## src/hw/mptf_pkg.sv

```systemverilog
// Constants, types and register layout shared by the management tag framer.
// Assumes one 20 MHz system clock and a byte-wide internal frame stream.
//
// Functional notes
// - Frame classes reach the management port only when their enable bit is set or the frame is mirrored (sw_mirror).
// - Toward the CPU a type field and 32-bit tag follow the source address.
// - The inserted type field is 8874h, directly ahead of the tag.
// - A fresh FCS over the modified frame is appended toward the CPU.
// - The outgoing tag names the ingress port of the original frame.
// - Host tag opcode picks address lookup or tag-named destination.
// - Type and tag travel most significant octet first.
// - With management mode on, every port frame carries the 4-byte tag.
// - The management port never carries untagged data traffic.
// - Opcode 000 unicast or multicast frames use address table lookup.
// - Opcode 000 broadcast frames follow the broadcast rule in effect.
// - Opcode 010 frames go only to the port in tag bits 4:0.
// - Opcode 011 frames go to ports set in tag bits 16:0.
// - The port runs full duplex at 10, 100 and 1000 Mbps.
// - The framer attaches to the port only when the select field chooses it.
// - Gigabit interface data moves on rising edges only.
// - Reduced gigabit interface data moves on both edges, 4 bits wide.
// - Reverse media interface runs 10 Mbps, full and half duplex.
// - Host frames with opcode 001 or 1xx are dropped.
// - Host opcode is tag 31:29, port id 4:0, forward map 16:0.
// - Host frames are at least 74 bytes; type, tag and outer CRC stripped.
// - CPU tags use opcode 000, byte count 28:15, source port 4:0.
package mptf_pkg;
   // ==========================================
   // Register map
   localparam logic [7:0] MPTF_ADDR_MGMT_PORT_CONTROL = 8'h10;
   localparam logic [7:0] MPTF_ADDR_SWITCH_OPERATING_MODE = 8'h20;
   localparam logic [7:0] MPTF_ADDR_MGMT_CONFIG = 8'h30;
   localparam logic [7:0] MPTF_ADDR_STATUS = 8'h31;
   localparam int MPTF_BIT_UCST_EN = 4;
   localparam int MPTF_BIT_MCST_EN = 3;
   localparam int MPTF_BIT_BCST_EN = 2;
   localparam int MPTF_BIT_MGMT_MODE = 1;
   localparam int MPTF_POS_PORT_SEL = 6;
   localparam logic [1:0] MPTF_PORT_SEL_MII = 2'h2;
   localparam logic [7:0] MPTF_RST_CTRL = 8'h00;
   localparam logic [7:0] MPTF_RST_MODE = 8'h00;
   localparam logic [7:0] MPTF_RST_CFG = 8'h00;
   // ==========================================
   // Tag layout
   localparam logic [15:0] MPTF_MGMT_TYPE = 16'h8874;
   localparam logic [2:0] MPTF_OP_NORMAL = 3'h0;
   localparam logic [2:0] MPTF_OP_SINGLE = 3'h2;
   localparam logic [2:0] MPTF_OP_MULTI = 3'h3;
   localparam int MPTF_TAG_OP_LSB = 29;
   localparam int MPTF_TAG_CNT_LSB = 15;
   localparam int MPTF_HDR_BYTES = 6;
   localparam int MPTF_SA_END = 12;
   localparam logic [13:0] MPTF_MIN_HOST_LEN = 14'h004A;
   localparam logic [31:0] MPTF_CRC_INIT = 32'hFFFFFFFF;
   localparam logic [31:0] MPTF_CRC_POLY = 32'hEDB88320;
   localparam int MPTF_NPORTS = 17;

   typedef enum logic [1:0] {
      MPTF_FWD_ARL,
      MPTF_FWD_BCAST,
      MPTF_FWD_MAP
   } mptf_fwd_t;

   function automatic logic [31:0] mptf_crc_byte(input logic [31:0] c, input logic [7:0] d);
      logic [31:0] r;
      r = c ^ {24'h000000, d};
      for (int i = 0; i < 8; i++) begin
         r = r[0] ? ((r >> 1) ^ MPTF_CRC_POLY) : (r >> 1);
      end
      return r;
   endfunction
endpackage

```

## src/hw/mptf_top.sv

```systemverilog
// In-band management port framer: CPU-bound tagging, host frame parsing and
// steering, register access at the documented offsets.
// Assumes the switch core supplies frame class and ingress port, and the
// media interface logic presents bytes on sys_clk.
`timescale 1ns/1ps
module mptf_top
   import mptf_pkg::*;
(
   input wire logic sys_clk,
   input wire logic rst,
   input wire logic reg_wr,
   input wire logic reg_rd,
   input wire logic [7:0] reg_addr,
   input wire logic [7:0] reg_wdata,
   output logic [7:0] reg_rdata,
   input wire logic sw_valid,
   input wire logic [7:0] sw_data,
   input wire logic sw_last,
   input wire logic sw_first,
   input wire logic [1:0] sw_class,
   input wire logic sw_mirror,
   input wire logic [4:0] sw_src_port,
   input wire logic [13:0] sw_len,
   output logic sw_ready,
   output logic cpu_tx_valid,
   output logic [7:0] cpu_tx_data,
   output logic cpu_tx_last,
   input wire logic cpu_rx_valid,
   input wire logic [7:0] cpu_rx_data,
   input wire logic cpu_rx_last,
   input wire logic [47:0] arl_dest_map,
   input wire logic [16:0] bcast_rule_map,
   output logic host_valid,
   output logic [7:0] host_data,
   output logic host_last,
   output logic host_done,
   output logic host_drop,
   output logic [1:0] host_fwd_kind,
   output logic [16:0] host_fwd_map,
   output logic [1:0] speed_mode,
   output logic port_attached
);
   // ==========================================
   // Registers
   logic [7:0] ctrl_r;
   logic [7:0] mode_r;
   logic [7:0] cfg_r;
   logic [15:0] frames_r;
   logic admit_r;
   logic [7:0] rd_nxt;

   wire attached_w = cfg_r[MPTF_POS_PORT_SEL +: 2] == MPTF_PORT_SEL_MII;
   wire active_w = attached_w && mode_r[MPTF_BIT_MGMT_MODE];
   wire class_en_w = (sw_class == 2'h0 && ctrl_r[MPTF_BIT_UCST_EN])
      || (sw_class == 2'h1 && ctrl_r[MPTF_BIT_MCST_EN])
      || (sw_class == 2'h2 && ctrl_r[MPTF_BIT_BCST_EN]);
   wire admit_now_w = active_w && (class_en_w || sw_mirror);

   always_comb begin
      unique case (reg_addr)
         MPTF_ADDR_MGMT_PORT_CONTROL: rd_nxt = ctrl_r;
         MPTF_ADDR_SWITCH_OPERATING_MODE: rd_nxt = mode_r;
         MPTF_ADDR_MGMT_CONFIG: rd_nxt = cfg_r;
         MPTF_ADDR_STATUS: rd_nxt = frames_r[7:0];
         default: rd_nxt = 8'h00;
      endcase
   end

   always_ff @(posedge sys_clk) begin
      if (rst) begin
         ctrl_r <= MPTF_RST_CTRL;
         mode_r <= MPTF_RST_MODE;
         cfg_r <= MPTF_RST_CFG;
         reg_rdata <= 8'h00;
      end else begin
         if (reg_wr && reg_addr == MPTF_ADDR_MGMT_PORT_CONTROL) ctrl_r <= reg_wdata;
         if (reg_wr && reg_addr == MPTF_ADDR_SWITCH_OPERATING_MODE) mode_r <= reg_wdata;
         if (reg_wr && reg_addr == MPTF_ADDR_MGMT_CONFIG) cfg_r <= reg_wdata;
         if (reg_rd) reg_rdata <= rd_nxt;
      end
   end

   // ==========================================
   // Toward the CPU
   // Admission is decided on the first byte and held for the frame, so a
   // register write mid-frame never cuts a frame in half.
   always_ff @(posedge sys_clk) begin
      if (rst) begin
         admit_r <= 1'b0;
      end else if (sw_valid && sw_first) begin
         admit_r <= admit_now_w;
      end
   end
   wire admit_w = sw_first ? admit_now_w : admit_r;
   logic tg_ready;
   logic tg_valid;
   logic [7:0] tg_data;
   logic tg_last;
   assign sw_ready = tg_ready || !admit_w; // Rejected frames are sunk

   mptf_tx_tagger u_tagger (
      .sys_clk(sys_clk),
      .rst(rst),
      .in_valid(sw_valid && admit_w && tg_ready),
      .in_data(sw_data),
      .in_last(sw_last),
      .in_src_port(sw_src_port),
      .in_len(sw_len),
      .in_ready(tg_ready),
      .out_valid(tg_valid),
      .out_data(tg_data),
      .out_last(tg_last)
   );

   always_ff @(posedge sys_clk) begin
      if (rst) begin
         cpu_tx_valid <= 1'b0;
         cpu_tx_data <= 8'h00;
         cpu_tx_last <= 1'b0;
         frames_r <= 16'h0000;
      end else begin
         cpu_tx_valid <= tg_valid;
         cpu_tx_data <= tg_data;
         cpu_tx_last <= tg_last;
         if (tg_valid && tg_last) frames_r <= frames_r + 16'h0001;
      end
   end

   // ==========================================
   // From the host
   logic pr_valid;
   logic [7:0] pr_data;
   logic pr_last;
   logic pr_done;
   logic pr_drop;
   logic [31:0] pr_tag;

   mptf_rx_parser u_parser (
      .sys_clk(sys_clk),
      .rst(rst),
      .in_valid(cpu_rx_valid && active_w),
      .in_data(cpu_rx_data),
      .in_last(cpu_rx_last),
      .out_valid(pr_valid),
      .out_data(pr_data),
      .out_last(pr_last),
      .done(pr_done),
      .drop(pr_drop),
      .tag(pr_tag)
   );

   wire [2:0] op_w = pr_tag[31:29];
   wire bcast_w = arl_dest_map == 48'hFFFFFFFFFFFF;
   wire [16:0] single_w = 17'h00001 << pr_tag[4:0];
   logic [1:0] kind_nxt;
   logic [16:0] map_nxt;

   always_comb begin
      kind_nxt = MPTF_FWD_ARL;
      map_nxt = 17'h00000;
      if (op_w == MPTF_OP_SINGLE) begin
         kind_nxt = MPTF_FWD_MAP;
         map_nxt = single_w;
      end else if (op_w == MPTF_OP_MULTI) begin
         kind_nxt = MPTF_FWD_MAP;
         map_nxt = pr_tag[16:0];
      end else if (bcast_w) begin
         kind_nxt = MPTF_FWD_BCAST;
         map_nxt = bcast_rule_map;
      end else begin
         kind_nxt = MPTF_FWD_ARL;
      end
   end

   always_ff @(posedge sys_clk) begin
      if (rst) begin
         host_valid <= 1'b0;
         host_data <= 8'h00;
         host_last <= 1'b0;
         host_done <= 1'b0;
         host_drop <= 1'b0;
         host_fwd_kind <= 2'h0;
         host_fwd_map <= 17'h00000;
         speed_mode <= 2'h0;
         port_attached <= 1'b0;
      end else begin
         host_valid <= pr_valid;
         host_data <= pr_data;
         host_last <= pr_last;
         host_done <= pr_done;
         host_drop <= pr_done && pr_drop;
         if (pr_done) begin
            host_fwd_kind <= kind_nxt;
            host_fwd_map <= map_nxt;
         end
         speed_mode <= cfg_r[1:0];
         port_attached <= active_w;
      end
   end

   // ==========================================
   // Checks
   property p_drop_reserved;
      @(posedge sys_clk) disable iff (rst)
      pr_done && (op_w == 3'h1 || op_w[2]) |=> host_done && host_drop;
   endproperty
   a_drop_reserved: assert property (p_drop_reserved) else $error("reserved opcode kept");

   property p_single_port;
      @(posedge sys_clk) disable iff (rst)
      pr_done && op_w == 3'h2 |=> host_fwd_map == (17'h00001 << $past(pr_tag[4:0]));
   endproperty
   a_single_port: assert property (p_single_port) else $error("single port map wrong");

   property p_multi_map;
      @(posedge sys_clk) disable iff (rst)
      pr_done && op_w == 3'h3 |=> host_fwd_map == $past(pr_tag[16:0]);
   endproperty
   a_multi_map: assert property (p_multi_map) else $error("forward map wrong");

   property p_bcast_rule;
      @(posedge sys_clk) disable iff (rst)
      pr_done && op_w == 3'h0 && bcast_w |=> host_fwd_kind == 2'(MPTF_FWD_BCAST);
   endproperty
   a_bcast_rule: assert property (p_bcast_rule) else $error("broadcast rule ignored");

   property p_arl;
      @(posedge sys_clk) disable iff (rst)
      pr_done && op_w == 3'h0 && !bcast_w |=> host_fwd_kind == 2'(MPTF_FWD_ARL);
   endproperty
   a_arl: assert property (p_arl) else $error("lookup not used");

   property p_class_gate;
      @(posedge sys_clk) disable iff (rst)
      sw_valid && sw_first && !sw_mirror && !class_en_w |=> !cpu_tx_valid ##1 !cpu_tx_valid;
   endproperty
   a_class_gate: assert property (p_class_gate) else $error("disabled class forwarded");

   property p_off_no_tx;
      @(posedge sys_clk) disable iff (rst)
      !active_w [*3] |-> !cpu_tx_valid;
   endproperty
   a_off_no_tx: assert property (p_off_no_tx) else $error("traffic while detached");

   property p_frame_end_fcs;
      @(posedge sys_clk) disable iff (rst)
      cpu_tx_valid && cpu_tx_last |-> $past(cpu_tx_valid, 1) && $past(cpu_tx_valid, 3);
   endproperty
   a_frame_end_fcs: assert property (p_frame_end_fcs) else $error("fcs bytes missing");
endmodule

```

## src/hw/mptf_tx_tagger.sv

```systemverilog
// Inserts the management type and tag after the source address toward the CPU
// and appends a recomputed FCS. Input frames come without FCS, one byte per cycle.
`timescale 1ns/1ps
module mptf_tx_tagger
   import mptf_pkg::*;
(
   input wire logic sys_clk,
   input wire logic rst,
   input wire logic in_valid,
   input wire logic [7:0] in_data,
   input wire logic in_last,
   input wire logic [4:0] in_src_port,
   input wire logic [13:0] in_len,
   output logic in_ready,
   output logic out_valid,
   output logic [7:0] out_data,
   output logic out_last
);
   typedef enum {MPTF_TX_IDLE, MPTF_TX_BODY, MPTF_TX_HDR, MPTF_TX_FCS} mptf_tx_st_t;
   mptf_tx_st_t st_r;
   logic [3:0] cnt_r;
   logic [31:0] crc_r;
   logic [47:0] hdr_r;
   wire [31:0] tag_w = {MPTF_OP_NORMAL, in_len, 10'h000, in_src_port};
   wire [7:0] hdr_byte_w = hdr_r[47:40];
   wire [7:0] fcs_byte_w = ~crc_r[7:0];
   wire [7:0] byte_w = (st_r == MPTF_TX_HDR) ? hdr_byte_w : in_data;

   assign in_ready = (st_r == MPTF_TX_BODY) || (st_r == MPTF_TX_IDLE);

   always_ff @(posedge sys_clk) begin
      if (rst) begin
         st_r <= MPTF_TX_IDLE;
         cnt_r <= 4'h0;
         crc_r <= MPTF_CRC_INIT;
         hdr_r <= 48'h000000000000;
         out_valid <= 1'b0;
         out_data <= 8'h00;
         out_last <= 1'b0;
      end else begin
         out_valid <= 1'b0;
         out_last <= 1'b0;
         unique case (st_r)
            MPTF_TX_IDLE, MPTF_TX_BODY: begin
               if (in_valid) begin
                  out_valid <= 1'b1;
                  out_data <= in_data;
                  crc_r <= mptf_crc_byte((st_r == MPTF_TX_IDLE) ? MPTF_CRC_INIT : crc_r, in_data);
                  cnt_r <= (st_r == MPTF_TX_IDLE) ? 4'h1 : ((cnt_r == 4'hF) ? cnt_r : cnt_r + 4'h1);
                  st_r <= MPTF_TX_BODY;
                  if (cnt_r == 4'(MPTF_SA_END - 1) && st_r == MPTF_TX_BODY) begin
                     hdr_r <= {MPTF_MGMT_TYPE, tag_w};
                     st_r <= MPTF_TX_HDR;
                     cnt_r <= 4'h0;
                  end else if (in_last) begin
                     st_r <= MPTF_TX_FCS;
                     cnt_r <= 4'h0;
                  end
               end
            end
            MPTF_TX_HDR: begin
               out_valid <= 1'b1;
               out_data <= hdr_byte_w;
               crc_r <= mptf_crc_byte(crc_r, byte_w);
               hdr_r <= {hdr_r[39:0], 8'h00};
               cnt_r <= cnt_r + 4'h1;
               if (cnt_r == 4'(MPTF_HDR_BYTES - 1)) begin
                  st_r <= MPTF_TX_BODY;
                  cnt_r <= 4'hF;
               end
            end
            MPTF_TX_FCS: begin
               out_valid <= 1'b1;
               out_data <= fcs_byte_w;
               crc_r <= {8'hFF, crc_r[31:8]};
               cnt_r <= cnt_r + 4'h1;
               if (cnt_r == 4'h3) begin
                  out_last <= 1'b1;
                  st_r <= MPTF_TX_IDLE;
               end
            end
         endcase
      end
   end
endmodule

```

## src/hw/mptf_rx_parser.sv

```systemverilog
// Parses host frames: checks the type field, captures the tag, strips the
// header and outer CRC. Result and frame stream are registered.
`timescale 1ns/1ps
module mptf_rx_parser
   import mptf_pkg::*;
(
   input wire logic sys_clk,
   input wire logic rst,
   input wire logic in_valid,
   input wire logic [7:0] in_data,
   input wire logic in_last,
   output logic out_valid,
   output logic [7:0] out_data,
   output logic out_last,
   output logic done,
   output logic drop,
   output logic [31:0] tag
);
   logic [13:0] cnt_r;
   logic [47:0] hdr_r;
   logic [31:0] dly_r;
   wire in_hdr_w = (cnt_r >= 14'(MPTF_SA_END)) && (cnt_r < 14'(MPTF_SA_END + MPTF_HDR_BYTES));
   wire type_ok_w = hdr_r[47:32] == MPTF_MGMT_TYPE;
   wire [2:0] op_w = hdr_r[31:29];
   wire op_ok_w = (op_w == MPTF_OP_NORMAL) || (op_w == MPTF_OP_SINGLE) || (op_w == MPTF_OP_MULTI);
   wire long_w = (cnt_r + 14'h0001) >= MPTF_MIN_HOST_LEN;

   always_ff @(posedge sys_clk) begin
      if (rst) begin
         cnt_r <= 14'h0000;
         hdr_r <= 48'h000000000000;
         dly_r <= 32'h00000000;
         out_valid <= 1'b0;
         out_data <= 8'h00;
         out_last <= 1'b0;
         done <= 1'b0;
         drop <= 1'b0;
         tag <= 32'h00000000;
      end else begin
         out_valid <= 1'b0;
         out_last <= 1'b0;
         done <= 1'b0;
         if (in_valid) begin
            cnt_r <= in_last ? 14'h0000 : cnt_r + 14'h0001;
            if (in_hdr_w) begin
               hdr_r <= {hdr_r[39:0], in_data};
            end else begin
               // Four-byte delay holds back the outer CRC so it never leaves
               dly_r <= {dly_r[23:0], in_data};
               out_valid <= cnt_r >= 14'(MPTF_SA_END + MPTF_HDR_BYTES + 4) || cnt_r < 14'(MPTF_SA_END);
               out_data <= (cnt_r < 14'(MPTF_SA_END)) ? in_data : dly_r[31:24];
            end
            if (in_last) begin
               done <= 1'b1;
               out_last <= 1'b1;
               drop <= !(type_ok_w && op_ok_w && long_w);
               tag <= hdr_r[31:0];
            end
         end
      end
   end
endmodule

```

## config.mk

```make
export PLATFORM = sky130hd
export DESIGN_NAME = mptf_top
export DESIGN_NICKNAME = d
export VERILOG_FILES = /design/src/hw/mptf_pkg.sv /design/src/hw/mptf_top.sv /design/src/hw/mptf_tx_tagger.sv /design/src/hw/mptf_rx_parser.sv
export SDC_FILE = /design/constraint.sdc
export NUM_CORES = 1
export LEC_CHECK = 0
export BUFFER_PORTS_ARGS = -buffer_cell sky130_fd_sc_hd__buf_2
export CAP_MARGIN = 25
export CORE_MARGIN = 8
export CORE_UTILIZATION = 40
export CTS_BUF_LIST = sky130_fd_sc_hd__clkbuf_8
export CTS_CLUSTER_DIAMETER = 100
export DETAILED_ROUTE_END_ITERATION = 10
export GPL_ROUTABILITY_DRIVEN = 0
export HOLD_SLACK_MARGIN = 0.12
export PLACE_DENSITY = 0.67
export SYNTH_ARGS = -nofsm -noshare
export SYNTH_HDL_FRONTEND = slang
export SYNTH_SLANG_ARGS = --single-unit
```

## constraint.sdc

```tcl
create_clock -name sys_clk -period 7.4 [get_ports sys_clk]
set_input_delay 2.22 -clock sys_clk [delete_from_list [all_inputs] [get_ports sys_clk]]
set_output_delay 2.22 -clock sys_clk [all_outputs]
set_load 0.02 [all_outputs]
```

== After elaboration in Yosys (flattened, before gate mapping) ==
Index checks and enable logic that the tools add are counted.

* Register bits after elaboration: 355
* Input bits: 128
* Output and inout port bits: 53
* Logic and storage cells: 186

* Add/sub/neg operators: 3
* Magnitude comparators: 5
* Equality and inequality tests: 27
* Shift operators: 1
* Muxes and demuxes: 52
* Bitwise operators: 22
* Reductions and logical operators: 44

{| class="wikitable"
|+ Operators by type and width
! operator !! count
|-
| $mux W32 || 22
|-
| $not A13 Y14 || 16
|-
| $pmux W32 S3 || 2
|-
| $eq A32 B2 Y1 const B || 3
|-
| $mux W48 || 2
|-
| $pmux W48 S2 || 1
|-
| $logic_not A32 Y1 || 2
|-
| $xor A32 B8 Y32 || 2
|-
| $mux W17 || 3
|-
| $eq A48 B48 Y1 const B || 1
|-
| $eq A32 B1 Y1 const B || 1
|-
| $eq A32 B3 Y1 const B || 1
|-
| $pmux W8 S4 || 1
|-
| $eq A8 B6 Y1 const B || 3
|-
| $mux W4 || 6
|-
| $mux W8 || 3
|-
| $pmux W8 S3 || 1
|-
| $logic_and A1 B1 Y1 || 18
|-
| $shl A1 B5 Y17 const A || 1
|-
| $add A16 B1 Y16 const B || 1
|-
| $eq A16 B16 Y1 const B || 1
|-
| $add A14 B1 Y14 const B || 1
|-
| $ge A14 B4 Y1 const B || 1
|-
| $ge A14 B5 Y1 const B || 1
|-
| 29 further kinds || 60
|}

== Depth between registers and ports, before layout ==
Gate-level depths: netlist of run 1.

* Depth in word-level cells: 21
* Mapped depth: 11
* Gate-level depth less buffers: 10

== By module ==
Synthesis of run 1 repeated with hierarchy kept, for this count alone.

* Cell total of the unflattened synthesis: 1902
* Area, all modules: 15579.9 um2

{| class="wikitable"
|+ Modules (own cells, without submodules)
! module !! instances !! cells each !! area each (um2) !! seq. area each (um2)
|-
| mptf_tx_tagger || 1 || 770 || 6174.7 || 1821.7
|-
| mptf_rx_parser || 1 || 693 || 5536.6 || 2742.6
|-
| mptf_top || 1 || 439 || 3868.7 || 1701.6
|}

== Worst setup path before layout of run 1 ==
No wires, ideal clock.

* Path kind: input -> output
* Start: in sw_class[0]
* End: out sw_ready
* Data arrival time: 3.066 ns
* Data required time: 5.180 ns
* Setup slack: 2.114 ns
* Cell stages on the path: 5
* Path buffers: 0
* Cell sequence: mux2i_1 nor2_1 o31a_1 a21o_1 nand2_1

* Cells in the longest elaborated chain, start to end: 9
* Elaborated cells between the ends (all ways): 13
* Classes of those cells: 2 x eq/ne; 1 x mux; 10 x reduce/logical

{| class="wikitable"
|+ RTL lines
! item !! line !! text
|-
| start, declared || mptf_top.sv:20 || <nowiki>input wire logic [1:0] sw_class,</nowiki>
|-
| $eq A2 B1 Y1 or $logic_not A2 Y1 (tied branches) || mptf_top.sv:55, mptf_top.sv:54 ||
|-
| $logic_and A1 B1 Y1, on equally long branches || mptf_top.sv:55, mptf_top.sv:54 ||
|-
| $logic_or A1 B1 Y1 || mptf_top.sv:55 || <nowiki>|| (sw_class == 2'h1 && ctrl_r[MPTF_BIT_MCST_EN])</nowiki>
|-
| $logic_or A1 B1 Y1 (*) || mptf_top.sv:56 || <nowiki>|| (sw_class == 2'h2 && ctrl_r[MPTF_BIT_BCST_EN]);</nowiki>
|-
| $logic_or A1 B1 Y1 (*) || mptf_top.sv:57 || <nowiki>wire admit_now_w = active_w && (class_en_w || sw_mirror);</nowiki>
|-
| $logic_and A1 B1 Y1 (*) || mptf_top.sv:57 ||
|-
| $mux W1 (*) || mptf_top.sv:94 || <nowiki>wire admit_w = sw_first ? admit_now_w : admit_r;</nowiki>
|-
| $logic_not A1 Y1 (*) || mptf_top.sv:99 || <nowiki>assign sw_ready = tg_ready || !admit_w;</nowiki>
|-
| $logic_or A1 B1 Y1 (*) || mptf_top.sv:99 ||
|-
| end, declared || mptf_top.sv:24 || <nowiki>output logic sw_ready,</nowiki>
|}

Mark *: on every way between the ends. The rest lies on a longest branch, timed or not.

== Worst setup path after layout of run 1 ==
Ends and elaborated chain as after synthesis.

==> metrics.md, run 1 <==
| Metric | Value |
|---|---|
| Die Area | `42800 µm²` |
| Mapped Cells | `1849` |
| Syn avg cell area | `7.89 µm²` |
| Crit path DAT | `3.38 ns` |
| Setup-failing EPs final | `0` |
| Final nets | `2089` |
| Seq/Total Area, Yosys | `0.412` |
| Starting Density | `0.402` |
| Unrepaired setup endpoints after global routing | `false` |
| Max-slew violation count | `0` |
| Setup TNS | `0 ns` |
| DR iter-0 viols | `1020` |
| Routed wl met2 | `18300 µm` |
| Area of the mapped netlist | `14600 µm²` |
| Clk_lat worst skew | `0.62 ns` |
| Largest net degree at the start of global routing | `114` |
| Netlist cell types | `73` |
| Final Cycle Share | `0.757` |
| R2r endpoint | `u_tagger.crc_r[3]$_SDFFE_PP1P_` |
| Num CTS Buffers | `52` |
| Fraction of registers with async set/reset | `0` |
| Max Freq | `0.179 GHz` |
| Rows | `70` |
| HP Class | `reg -> reg` |
| Clk pin slew, worst setup/hold paths | `0.06 ns` |
| Met1 wire length | `17800 µm` |
| PD cells | `206 nW/µm²` |
| Outcome | `finished clean` |
| Total grt overflow | `0` |
| Top routing layer used | `met4` |
| Clock Sinks | `300` |
| Slew headroom | `0.318` |
| Max Cap Viol | `0` |
| Drt first pass iters | `5` |
| Antenna violations before repair | `1` |
| Layout Cells excl Fill | `2467` |
| Setup bufs post-CTS | `0` |
| Multi-input gate area | `7970 µm²` |
| P&R area growth vs syn | `15.2%` |
| Peak supply drop | `0.151 mV` |
| H-tree levels | `2` |
| Vias in the first global route | `12500` |
| Die W | `207 µm` |
| Final Util | `0.464` |
| Startpoint Class | `primary input` |
| Met3 wire len | `2470 µm` |
| Synthesis-stage register bit count | `300` |
| Layout cells sized above 1 | `0.159` |
| Post-DR vias/cell | `5.38` |
| Ys flop type | `dfxtp_1` |
| Fillers | `3580` |
| I/O pin count | `181` |
| Maximum root-to-sink buffer count | `3` |
| Post-CTS Resized | `0` |
| Routed WL | `39600 µm` |
| Post-detail-place hpwl | `26700 µm` |
| I/O Buffers | `180` |
| Detailed-route wire length per cell | `16.1 µm` |
| Final Hold Viols | `0` |
| Routed Antenna Nets | `0` |
| Setup crit end kind | `output pin` |
| P_leak | `0.00618 µW` |
| Placed cells | `2368` |
| Worst Path Class, Setup | `in -> out` |
| Sequential Area | `6010 µm²` |
| Core area | `36300 µm²` |
| GR Util All Layers | `0.178` |
| Clk root buf | `clkbuf_8` |
| Crit path to | `sw_ready` |
| Vias | `13300` |
| Net count after synthesis | `1982` |
| First-pass GRT wire length | `64900 µm` |
| Critical path startpoint | `sw_class[0]` |
| Req. time, crit path | `5.18 ns` |
| EDFF count, synth | `0` |
| R2R Setup Slk | `3.52 ns` |
| # hold bufs at CTS | `0` |
| Synth warn | `0` |
| Drt drc | `0` |
| Worst R2R Path Depth | `9` |
| Worst slew pin tran | `1.02 ns` |
| Min Hold Slack | `0.430 ns` |
| Clock Skews | `0.0276 ns` |
| Tmin final | `5.60 ns` |
| Crit-path max FO | `4` |
| Worst r2r src | `u_tagger.st_r[0]$_SDFFE_PP0P_` |
| TritonCTS clock tree | `yes` |
| Die Height | `207 µm` |
-- cells by family (layout without fill, tap and decap cells) --
| family | after synthesis | count (layout) | synth area share |
|---|---|---|---|
| adder cells (fa/ha/maj) | 6 | 6 | 0.00497 |
| AO/OA/AOI/OAI | 469 | 469 | 0.189 |
| AND/OR/NAND/NOR | 738 | 738 | 0.222 |
| multiplexers | 37 | 37 | 0.0290 |
| flip-flops | 300 | 300 | 0.412 |
| XOR/XNOR | 138 | 138 | 0.0986 |
| other | 0 | 1 | 0 |
| buffers and inverters | 161 | 310 | 0.0448 |
-- state kept, by name (all words and copies together), names as in the netlist, 8 cells and up --
signal / flops
cfg_r: 8
cpu_tx_data: 8
ctrl_r: 8
frames_r: 8
host_data: 8
host_fwd_map: 17
mode_r: 8
reg_rdata: 8
u_parser.cnt_r: 14
u_parser.dly_r: 32
u_parser.hdr_r: 48
u_parser.out_data: 8
u_parser.tag: 20
u_tagger.crc_r: 32
u_tagger.hdr_r: 43
u_tagger.out_data: 8
-- cells in the mapped netlist (all sizes together) (3+ instances only) --
library cell	instances	area, µm²
a22o	8	70.1
nor4	3	18.8
a211oi	28	210
a22oi	19	143
xnor2	89	881
mux2i	28	322
nand2b	14	95.1
ha	5	62.6
clkbuf	118	443
mux2	9	101
a21oi	262	1310
nor4b	3	26.3
o31ai	4	30.0
buf	28	154
xnor3	5	113
nand3b	4	30.0
dfxtp	300	6010
or3	10	62.6
and2	7	43.8
xor2	43	422
nor3b	3	22.5
nand4	20	125
or4	5	37.5
nor3	32	160
o311ai	3	26.3
o22ai	12	75.1
nor2b	40	250
a221o	3	30.0
inv	15	56.3
a31oi	15	93.8
o21ai	65	325
nor2	172	648
a221oi	11	103
nand3	66	330
a211o	6	52.6
nand2	346	1300
o211ai	12	90.1
and3	7	43.8
-- worst min-delay path by stage --
| stage | start | end | slack, ns | depth (start not counted) |
|---|---|---|---|---|
| 6_report | u_parser.hdr_r[26]$_SDFFE_PP0P_ | u_parser.hdr_r[34]$_SDFFE_PP0P_ | 0.43 | 2 |
| 5_1_grt | u_parser.dly_r[3]$_SDFFE_PP0P_ | u_parser.dly_r[11]$_SDFFE_PP0P_ | 0.45 | 2 |
| 4_1_cts | u_parser.hdr_r[25]$_SDFFE_PP0P_ | u_parser.hdr_r[33]$_SDFFE_PP0P_ | 0.44 | 2 |
| 3_5_place_dp | u_parser.out_valid$_SDFF_PP0_ | host_valid$_SDFF_PP0_ | 0.43 | 1 |
| 3_3_place_gp | u_tagger.hdr_r[17]$_SDFFE_PP0P_ | u_tagger.hdr_r[17]$_SDFFE_PP0P_ | 0.43 | 2 |
| 2_1_floorplan | u_parser.out_valid$_SDFF_PP0_ | host_valid$_SDFF_PP0_ | 0.41 | 1 |
-- power by group --
| part | internal, µW | total, µW | switching [µW] |
|---|---|---|---|
| sequential | 1620 | 1620 | 0.100 |
| combinational | 122 | 280 | 159 |
| clock | 877 | 1560 | 688 |
-- metal layers --
layer / track usage / up-vias
li1: - / 6575
met1: 0.236 / 6237
met2: 0.284 / 368
met3: 0.0382 / 86
met4: 0.0651 / 0
met5: 0 / -
-- cell type report --
type                       count  area share
antenna                        1    0.000149
clock buffer                  70      0.0573
clock inverter                26     0.00826
inverter                      15     0.00335
multi-input combinational   1388       0.474
sequential                   300       0.357
tap                          468      0.0348
timing repair buffer         199      0.0647
-- stage by stage --
stage / instance area [µm²] / setup WS, ns / power [µW]
3_5_place_dp: 15700 / 1.78 / 1930
2_1_floorplan: 14600 / 2.11 / 1850
6_report: 16800 / 1.80 / 3460
4_1_cts: 16800 / 1.78 / 3510
5_1_grt: 16800 / 1.74 / 3610
3_3_place_gp: 15600 / 1.77 / 1920
-- placed cells by master (no fill, tap or decap), drive strengths merged, types with 4 or more instances in the layout --
| master | instances |
|---|---|
| a211o | 6 |
| a211oi | 28 |
| a21oi | 262 |
| a221oi | 11 |
| a22o | 8 |
| a22oi | 19 |
| a31oi | 15 |
| and2 | 7 |
| and3 | 7 |
| buf | 198 |
| clkbuf | 71 |
| clkinv | 8 |
| dfxtp | 300 |
| ha | 5 |
| inv | 32 |
| mux2 | 9 |
| mux2i | 28 |
| nand2 | 346 |
| nand2b | 14 |
| nand3 | 66 |
| nand3b | 4 |
| nand4 | 20 |
| nor2 | 172 |
| nor2b | 40 |
| nor3 | 32 |
| o211ai | 12 |
| o21ai | 65 |
| o22ai | 12 |
| o31ai | 4 |
| or3 | 10 |
| or4 | 5 |
| xnor2 | 89 |
| xnor3 | 5 |
| xor2 | 43 |
-- worst max-delay path, cell delays in order --
cell     delay [ns]
buf_2          0.10
mux2i_1        0.17
nor2_1         0.05
o31a_1         0.39
a21o_1         0.22
nand2_1        0.06
buf_2          0.16
No activity file was read; power rests on OpenSTA's default activity.
==> inputs of run 2 (changes only) <==
==> constraint.sdc (replaced) <==
create_clock -name sys_clk -period 5.8 [get_ports sys_clk]
set_input_delay 1.74 -clock sys_clk [delete_from_list [all_inputs] [get_ports sys_clk]]
set_output_delay 1.74 -clock sys_clk [all_outputs]
set_load 0.02 [all_outputs]
==> metrics.md, run 2 (synthesized netlist as in run 1, its figures left out) <==
| Metric | Value |
|---|---|
| Max Cap Viol | `0 (unchanged)` |
| R2r endpoint | `u_tagger.crc_r[3]$_SDFFE_PP1P_ (unchanged)` |
| Critical path startpoint | `sw_class[0] (unchanged)` |
| Outcome | `finished clean (unchanged)` |
| I/O Buffers | `180 (unchanged)` |
| Clk root buf | `clkbuf_8 (unchanged)` |
| R2R Setup Slk | `2.64 ns (was 3.52 ns)` |
| # hold bufs at CTS | `0 (unchanged)` |
| DP Area | `15700 µm² (about the same)` |
| Top Registers | `u_parser.hdr_r: 48 flops, u_tagger.hdr_r: 43 flops (unchanged)` |
| Max-slew violation count | `0 (unchanged)` |
| Clk pin slew, worst setup/hold paths | `0.06 ns (about the same)` |
| DR iter-0 viols | `993 (was 1020)` |
| Final nets | `2090 (was 2089)` |
| P&R area growth vs syn | `15.6% (was 15.2%)` |
| GR Util All Layers | `0.180 (was 0.178)` |
| Drt drc | `0 (unchanged)` |
| Biggest register | `u_parser.hdr_r (unchanged)` |
| Final Hold Viols | `0 (unchanged)` |
| Startpoint Class | `primary input (unchanged)` |
| P_leak | `0.00619 µW (was 0.00618 µW)` |
| Die Height | `207 µm (unchanged)` |
| Detailed-route wire length per cell | `16.2 µm (was 16.1 µm)` |
| Worst slew pin tran | `0.996 ns (was 1.02 ns)` |
| Drt first pass iters | `5 (unchanged)` |
| Layout cells sized above 1 | `0.162 (was 0.159)` |
| Setup crit end kind | `output pin (unchanged)` |
| I/O pin count | `181 (unchanged)` |
| Post-detail-place hpwl | `26900 µm (was 26700 µm)` |
| Cell area after layout | `16900 µm² (was 16800 µm²)` |
| Maximum root-to-sink buffer count | `3 (unchanged)` |
| Worst Path Class, Setup | `in -> out (unchanged)` |
| Core area | `36300 µm² (unchanged)` |
| Clock Sinks | `300 (unchanged)` |
| Slew headroom | `0.333 (was 0.318)` |
| Post-DR vias/cell | `5.36 (was 5.38)` |
| Unrepaired setup endpoints after global routing | `false (unchanged)` |
| Crit path DAT | `2.93 ns (was 3.38 ns)` |
| Max Freq | `0.214 GHz` |
| Most frequent cells in the layout | `346 x nand2_1, 299 x dfxtp_1, 262 x a21oi_1 (unchanged)` |
| Post-CTS Resized | `0 (unchanged)` |
| Setup bufs post-CTS | `0 (unchanged)` |
| Setup-failing EPs final | `0 (unchanged)` |
| HP Start | `u_parser.dly_r[10]$_SDFFE_PP0P_ (was u_parser.hdr_r[26]$_SDFFE_PP0P_)` |
| Final Cycle Share | `0.805` |
| Starting Density | `0.402 (unchanged)` |
| Rows | `70 (unchanged)` |
| PD cells | `266 nW/µm² (was 206 nW/µm²)` |
| Setup TNS | `0 ns (unchanged)` |
| Largest net degree at the start of global routing | `113 (was 114)` |
| Largest register FFs | `48 (unchanged)` |
| Vias | `13200 (was 13300)` |
| Commonest non-fill, non-tap cell in the layout | `nand2_1 (unchanged)` |
| Hold Path Stages | `2 (unchanged)` |
| H-tree levels | `2 (unchanged)` |
| First-pass GRT wire length | `65400 µm (was 64900 µm)` |
| WHS Endpoint | `u_parser.dly_r[18]$_SDFFE_PP0P_ (was u_parser.hdr_r[34]$_SDFFE_PP0P_)` |
| Routed Antenna Nets | `0 (unchanged)` |
| TritonCTS clock tree | `yes (unchanged)` |
| Routed WL | `40100 µm (was 39600 µm)` |
| Num CTS Buffers | `52 (unchanged)` |
| Crit-path max FO | `4 (unchanged)` |
| Total grt overflow | `0 (unchanged)` |
| HP Class | `reg -> reg (unchanged)` |
| Clk_lat worst skew | `0.62 ns (about the same)` |
| Vias in the first global route | `12700 (was 12500)` |
| Die W | `207 µm (unchanged)` |
| Worst R2R Path Depth | `8 (was 9)` |
| Worst r2r src | `u_tagger.st_r[0]$_SDFFE_PP0P_ (unchanged)` |
| Tmin final | `4.67 ns` |
| Die Area | `42800 µm² (unchanged)` |
| Clock Skews | `0.0221 ns (was 0.0276 ns)` |
| Req. time, crit path | `4.06 ns (was 5.18 ns)` |
| Peak supply drop | `0.174 mV (was 0.151 mV)` |
| Antenna violations before repair | `3 (was 1)` |
## run 2: cell types whose count changed in the layout (fill, tap and decap cells not counted)
cell,change
clkinv_8,+1
clkinv_2,-3
clkinv_4,+1
buf_8,-2
clkbuf_8,+5
buf_4,+3
inv_1,-4
## run 2: report_power, final
part / switching, µW / leakage [µW] / internal, µW
registers: 0.132 / 0.00242 / 2060
logic: 204 / 0.00312 / 155
clock network: 876 / 0.000652 / 1190
## run 2: worst max-delay path: stages
cell and delay, ns:
buf_2 0.10, mux2i_1 0.18, nor2_1 0.05, o31a_1 0.40, a21o_1 0.22, nand2_1 0.06, buf_2 0.17
## run 2: how the worst max path moves through the flow
stage                to  slack [ns]  depth (start not counted)
3_3_place_gp   sw_ready        1.12                          7
3_5_place_dp   sw_ready        1.13                          7
6_report       sw_ready        1.13                          7
4_1_cts        sw_ready        1.13                          7
2_1_floorplan  sw_ready        1.47                          5
5_1_grt        sw_ready        1.05                          7
## run 2: cell type report
cell class / instances / area, µm²
clock buffers: 75 / 1030
inverters: 15 / 56.3
fillers: 3623 / 19400
clock inverters: 21 / 134
well taps: 468 / 586
repair buffers: 200 / 1080
flip-flops and latches: 300 / 6010
diodes: 1 / 2.50
multi-input cells: 1388 / 7970
## run 2: per-stage QoR
step                hold slack (ns)  setup slack, ns  total power (µW)  instances  utilization
floorplan                     0.414             1.47              2360       1849            -
global placement              0.435             1.12              2450       2370        0.432
detailed placement            0.443             1.13              2460       2371        0.433
CTS                           0.452             1.13              4560       2467        0.465
global route                  0.464             1.05              4680       2467        0.465
finish                        0.449             1.13              4490       2468        0.465
## run 2: per-layer routing
metal,share of wire,vias to the layer above,routed length [µm],GRT usage
met3,0.068,87,2740,0.0450
li1,-,6588,-,-
met2,0.47,384,18700,0.295
met5,0.00067,-,27,0
met4,0.028,4,1140,0.0661
met1,0.44,6175,17400,0.226
==> inputs of run 3 (changes only) <==
==> constraint.sdc (replaced) <==
create_clock -name sys_clk -period 4.7 [get_ports sys_clk]
set_input_delay 1.41 -clock sys_clk [delete_from_list [all_inputs] [get_ports sys_clk]]
set_output_delay 1.41 -clock sys_clk [all_outputs]
set_load 0.02 [all_outputs]
==> metrics.md, run 3 (synthesized netlist as in run 1, its figures left out) <==
| Metric | Value |
|---|---|
| Commonest non-fill, non-tap cell in the layout | `nand2_1 (unchanged)` |
| Tmin final | `3.98 ns` |
| Peak supply drop | `0.212 mV (was 0.174 mV)` |
| Post-detail-place hpwl | `26900 µm (about the same)` |
| Largest net degree at the start of global routing | `185 (was 113)` |
| HP Class | `reg -> reg (unchanged)` |
| Antenna violations before repair | `5 (was 3)` |
| Worst Path Class, Setup | `in -> out (unchanged)` |
| Top cell by count, worst path | `buf_2 (unchanged)` |
| Cell depth of the worst setup path | `7 (unchanged)` |
| Die Area | `42800 µm² (unchanged)` |
| Clk root buf | `clkbuf_8 (unchanged)` |
| Crit-path cells | `buf_2 -> mux2i_1 -> nor2_1 -> o31a_1 -> a21o_1 -> nand2_1 -> buf_2 (unchanged)` |
| Setup bufs post-CTS | `0 (unchanged)` |
| Req. time, crit path | `3.29 ns (was 4.06 ns)` |
| Worst path top cell family by delay | `compound AO/OA/AOI/OAI gates (unchanged)` |
| Logic pwr share | `0.082 (was 0.080)` |
| H-tree levels | `2 (unchanged)` |
| Die Height | `207 µm (unchanged)` |
| Num CTS Buffers | `53 (was 52)` |
| Crit path DAT | `2.57 ns (was 2.93 ns)` |
| Unrepaired setup endpoints after global routing | `false (unchanged)` |
| Post-DR vias/cell | `5.39 (was 5.36)` |
| Max-slew violation count | `0 (unchanged)` |
| Vias | `13300 (was 13200)` |
| Worst slew pin tran | `0.902 ns (was 0.996 ns)` |
| Maximum root-to-sink buffer count | `3 (unchanged)` |
| Slew headroom | `0.397 (was 0.333)` |
| Max Freq | `0.251 GHz` |
| Setup TNS | `0 ns (unchanged)` |
| Detailed-route wire length per cell | `16.3 µm (was 16.2 µm)` |
| Post-CTS Resized | `0 (unchanged)` |
| GR Util All Layers | `0.180 (about the same)` |
| Final Hold Viols | `0 (unchanged)` |
| Sw power | `1370 µW (was 1080 µW)` |
| Rows | `70 (unchanged)` |
| Max stage delay on crit path | `0.38 ns (was 0.40 ns)` |
| Core area | `36300 µm² (unchanged)` |
| Setup-failing EPs final | `0 (unchanged)` |
| Startpoint Class | `primary input (unchanged)` |
| TritonCTS clock tree | `yes (unchanged)` |
| Switch share | `0.256 (was 0.241)` |
| Layout cells sized above 1 | `0.158 (was 0.162)` |
| P&R area growth vs syn | `15.1% (was 15.6%)` |
| I/O Buffers | `180 (unchanged)` |
| Clock Skews | `0.0495 ns (was 0.0221 ns)` |
| Drt drc | `0 (unchanged)` |
| Int Power | `3990 µW (was 3410 µW)` |
| Clk pin slew, worst setup/hold paths | `0.06 ns (about the same)` |
| Most frequent cells in the layout | `346 x nand2_1, 299 x dfxtp_1, 262 x a21oi_1 (unchanged)` |
| # hold bufs at CTS | `0 (unchanged)` |
| Outcome | `finished clean (unchanged)` |
| Die W | `207 µm (unchanged)` |
| Routed WL | `40300 µm (was 40100 µm)` |
| Biggest register | `u_parser.hdr_r (unchanged)` |
| Part of the power in registers | `0.474 (was 0.459)` |
| Final Cycle Share | `0.847` |
| Clock Sinks | `300 (unchanged)` |
| Starting Density | `0.402 (unchanged)` |
| Drt first pass iters | `5 (unchanged)` |
| Worst R2R Path Depth | `8 (unchanged)` |
| P_leak | `0.00618 µW (was 0.00619 µW)` |
| Vias in the first global route | `12600 (was 12700)` |
| Worst path buffer plus inverter count | `2 (unchanged)` |
| Top Registers | `u_parser.hdr_r: 48 flops, u_tagger.hdr_r: 43 flops (unchanged)` |
| Hold Path Stages | `2 (unchanged)` |
| Clk network pwr share | `0.444 (was 0.461)` |
| Largest register FFs | `48 (unchanged)` |
| Max Cap Viol | `0 (unchanged)` |
| Crit-path slowest cell | `o31a_1 (unchanged)` |
| Routed Antenna Nets | `0 (unchanged)` |
| DR iter-0 viols | `918 (was 993)` |
| Clk_lat worst skew | `0.65 ns (was 0.62 ns)` |
| Crit-path max FO | `4 (unchanged)` |
| Total grt overflow | `0 (unchanged)` |
| PD cells | `320 nW/µm² (was 266 nW/µm²)` |
| Final nets | `2095 (was 2090)` |
| I/O pin count | `181 (unchanged)` |
| First-pass GRT wire length | `65400 µm (about the same)` |
| Min Hold Slack | `0.413 ns (was 0.449 ns)` |
| Setup crit end kind | `output pin (unchanged)` |
-- run 3: changes by cell type in the layout (fill, tap and decap cells not counted), sizes merged, moves of 2 or more --
cell    previous run  this run
buf              199       203
clkbuf            76        66
clkinv             7         5
diode              1         3
inv               28        38
-- run 3: worst paths after layout --
kind              slack (ns)                             from                         endpoint
hold / removal          0.41  u_parser.dly_r[19]$_SDFFE_PP0P_  u_parser.dly_r[27]$_SDFFE_PP0P_
setup / recovery        0.72                      sw_class[0]                         sw_ready
hold reg to reg         0.41  u_parser.dly_r[19]$_SDFFE_PP0P_  u_parser.dly_r[27]$_SDFFE_PP0P_
setup reg to reg        1.57    u_tagger.st_r[1]$_SDFFE_PP0P_   u_tagger.crc_r[3]$_SDFFE_PP1P_
-- run 3: layer usage --
metal	GRT usage	routed length (µm)	part of all wire
met5	0	23	0.00057
met4	0.0643	926	0.023
met3	0.0388	2660	0.066
met2	0.296	19000	0.47
met1	0.231	17700	0.44
-- run 3: cell type report --
cell class / instances / area (µm²)
Inverter: 15 / 56.3
Sequential cell: 300 / 6010
Clock inverter: 29 / 151
Multi-Input combinational cell: 1388 / 7960
Timing Repair Buffer: 204 / 1130
Tap cell: 468 / 586
Antenna cell: 3 / 7.51
Fill cell: 3658 / 19500
Clock buffer: 65 / 895
-- run 3: worst register-to-register path, delay by kind of cell (launching register included) --
family,cells,cell delay (ns)
mux,2,0.58
simple gates,3,0.55
xor+xnor,2,1.03
flops,1,0.70
compound gates,1,0.12
-- run 3: power groups by stage --
| stage | clock [µW] | combinational, µW | sequential, µW |
|---|---|---|---|
| 2_1_floorplan | 0 | 309 | 2600 |
| 3_3_place_gp | 0 | 431 | 2600 |
| 3_5_place_dp | 0 | 436 | 2600 |
| 4_1_cts | 2460 | 439 | 2540 |
| 5_1_grt | 2570 | 476 | 2540 |
| 6_report | 2380 | 441 | 2540 |
-- run 3: through the flow --
step                      utilization  total power, µW  cells  area, µm²  setup slack, ns
final                           0.463             5370   2472      16800            0.721
after CTS                       0.463             5450   2469      16800            0.704
after detailed placement        0.434             3040   2375      15700            0.708
after global placement          0.433             3030   2373      15700            0.687
after floorplan                     -             2910   1849      14600             1.03
after global routing            0.463             5590   2472      16800            0.663
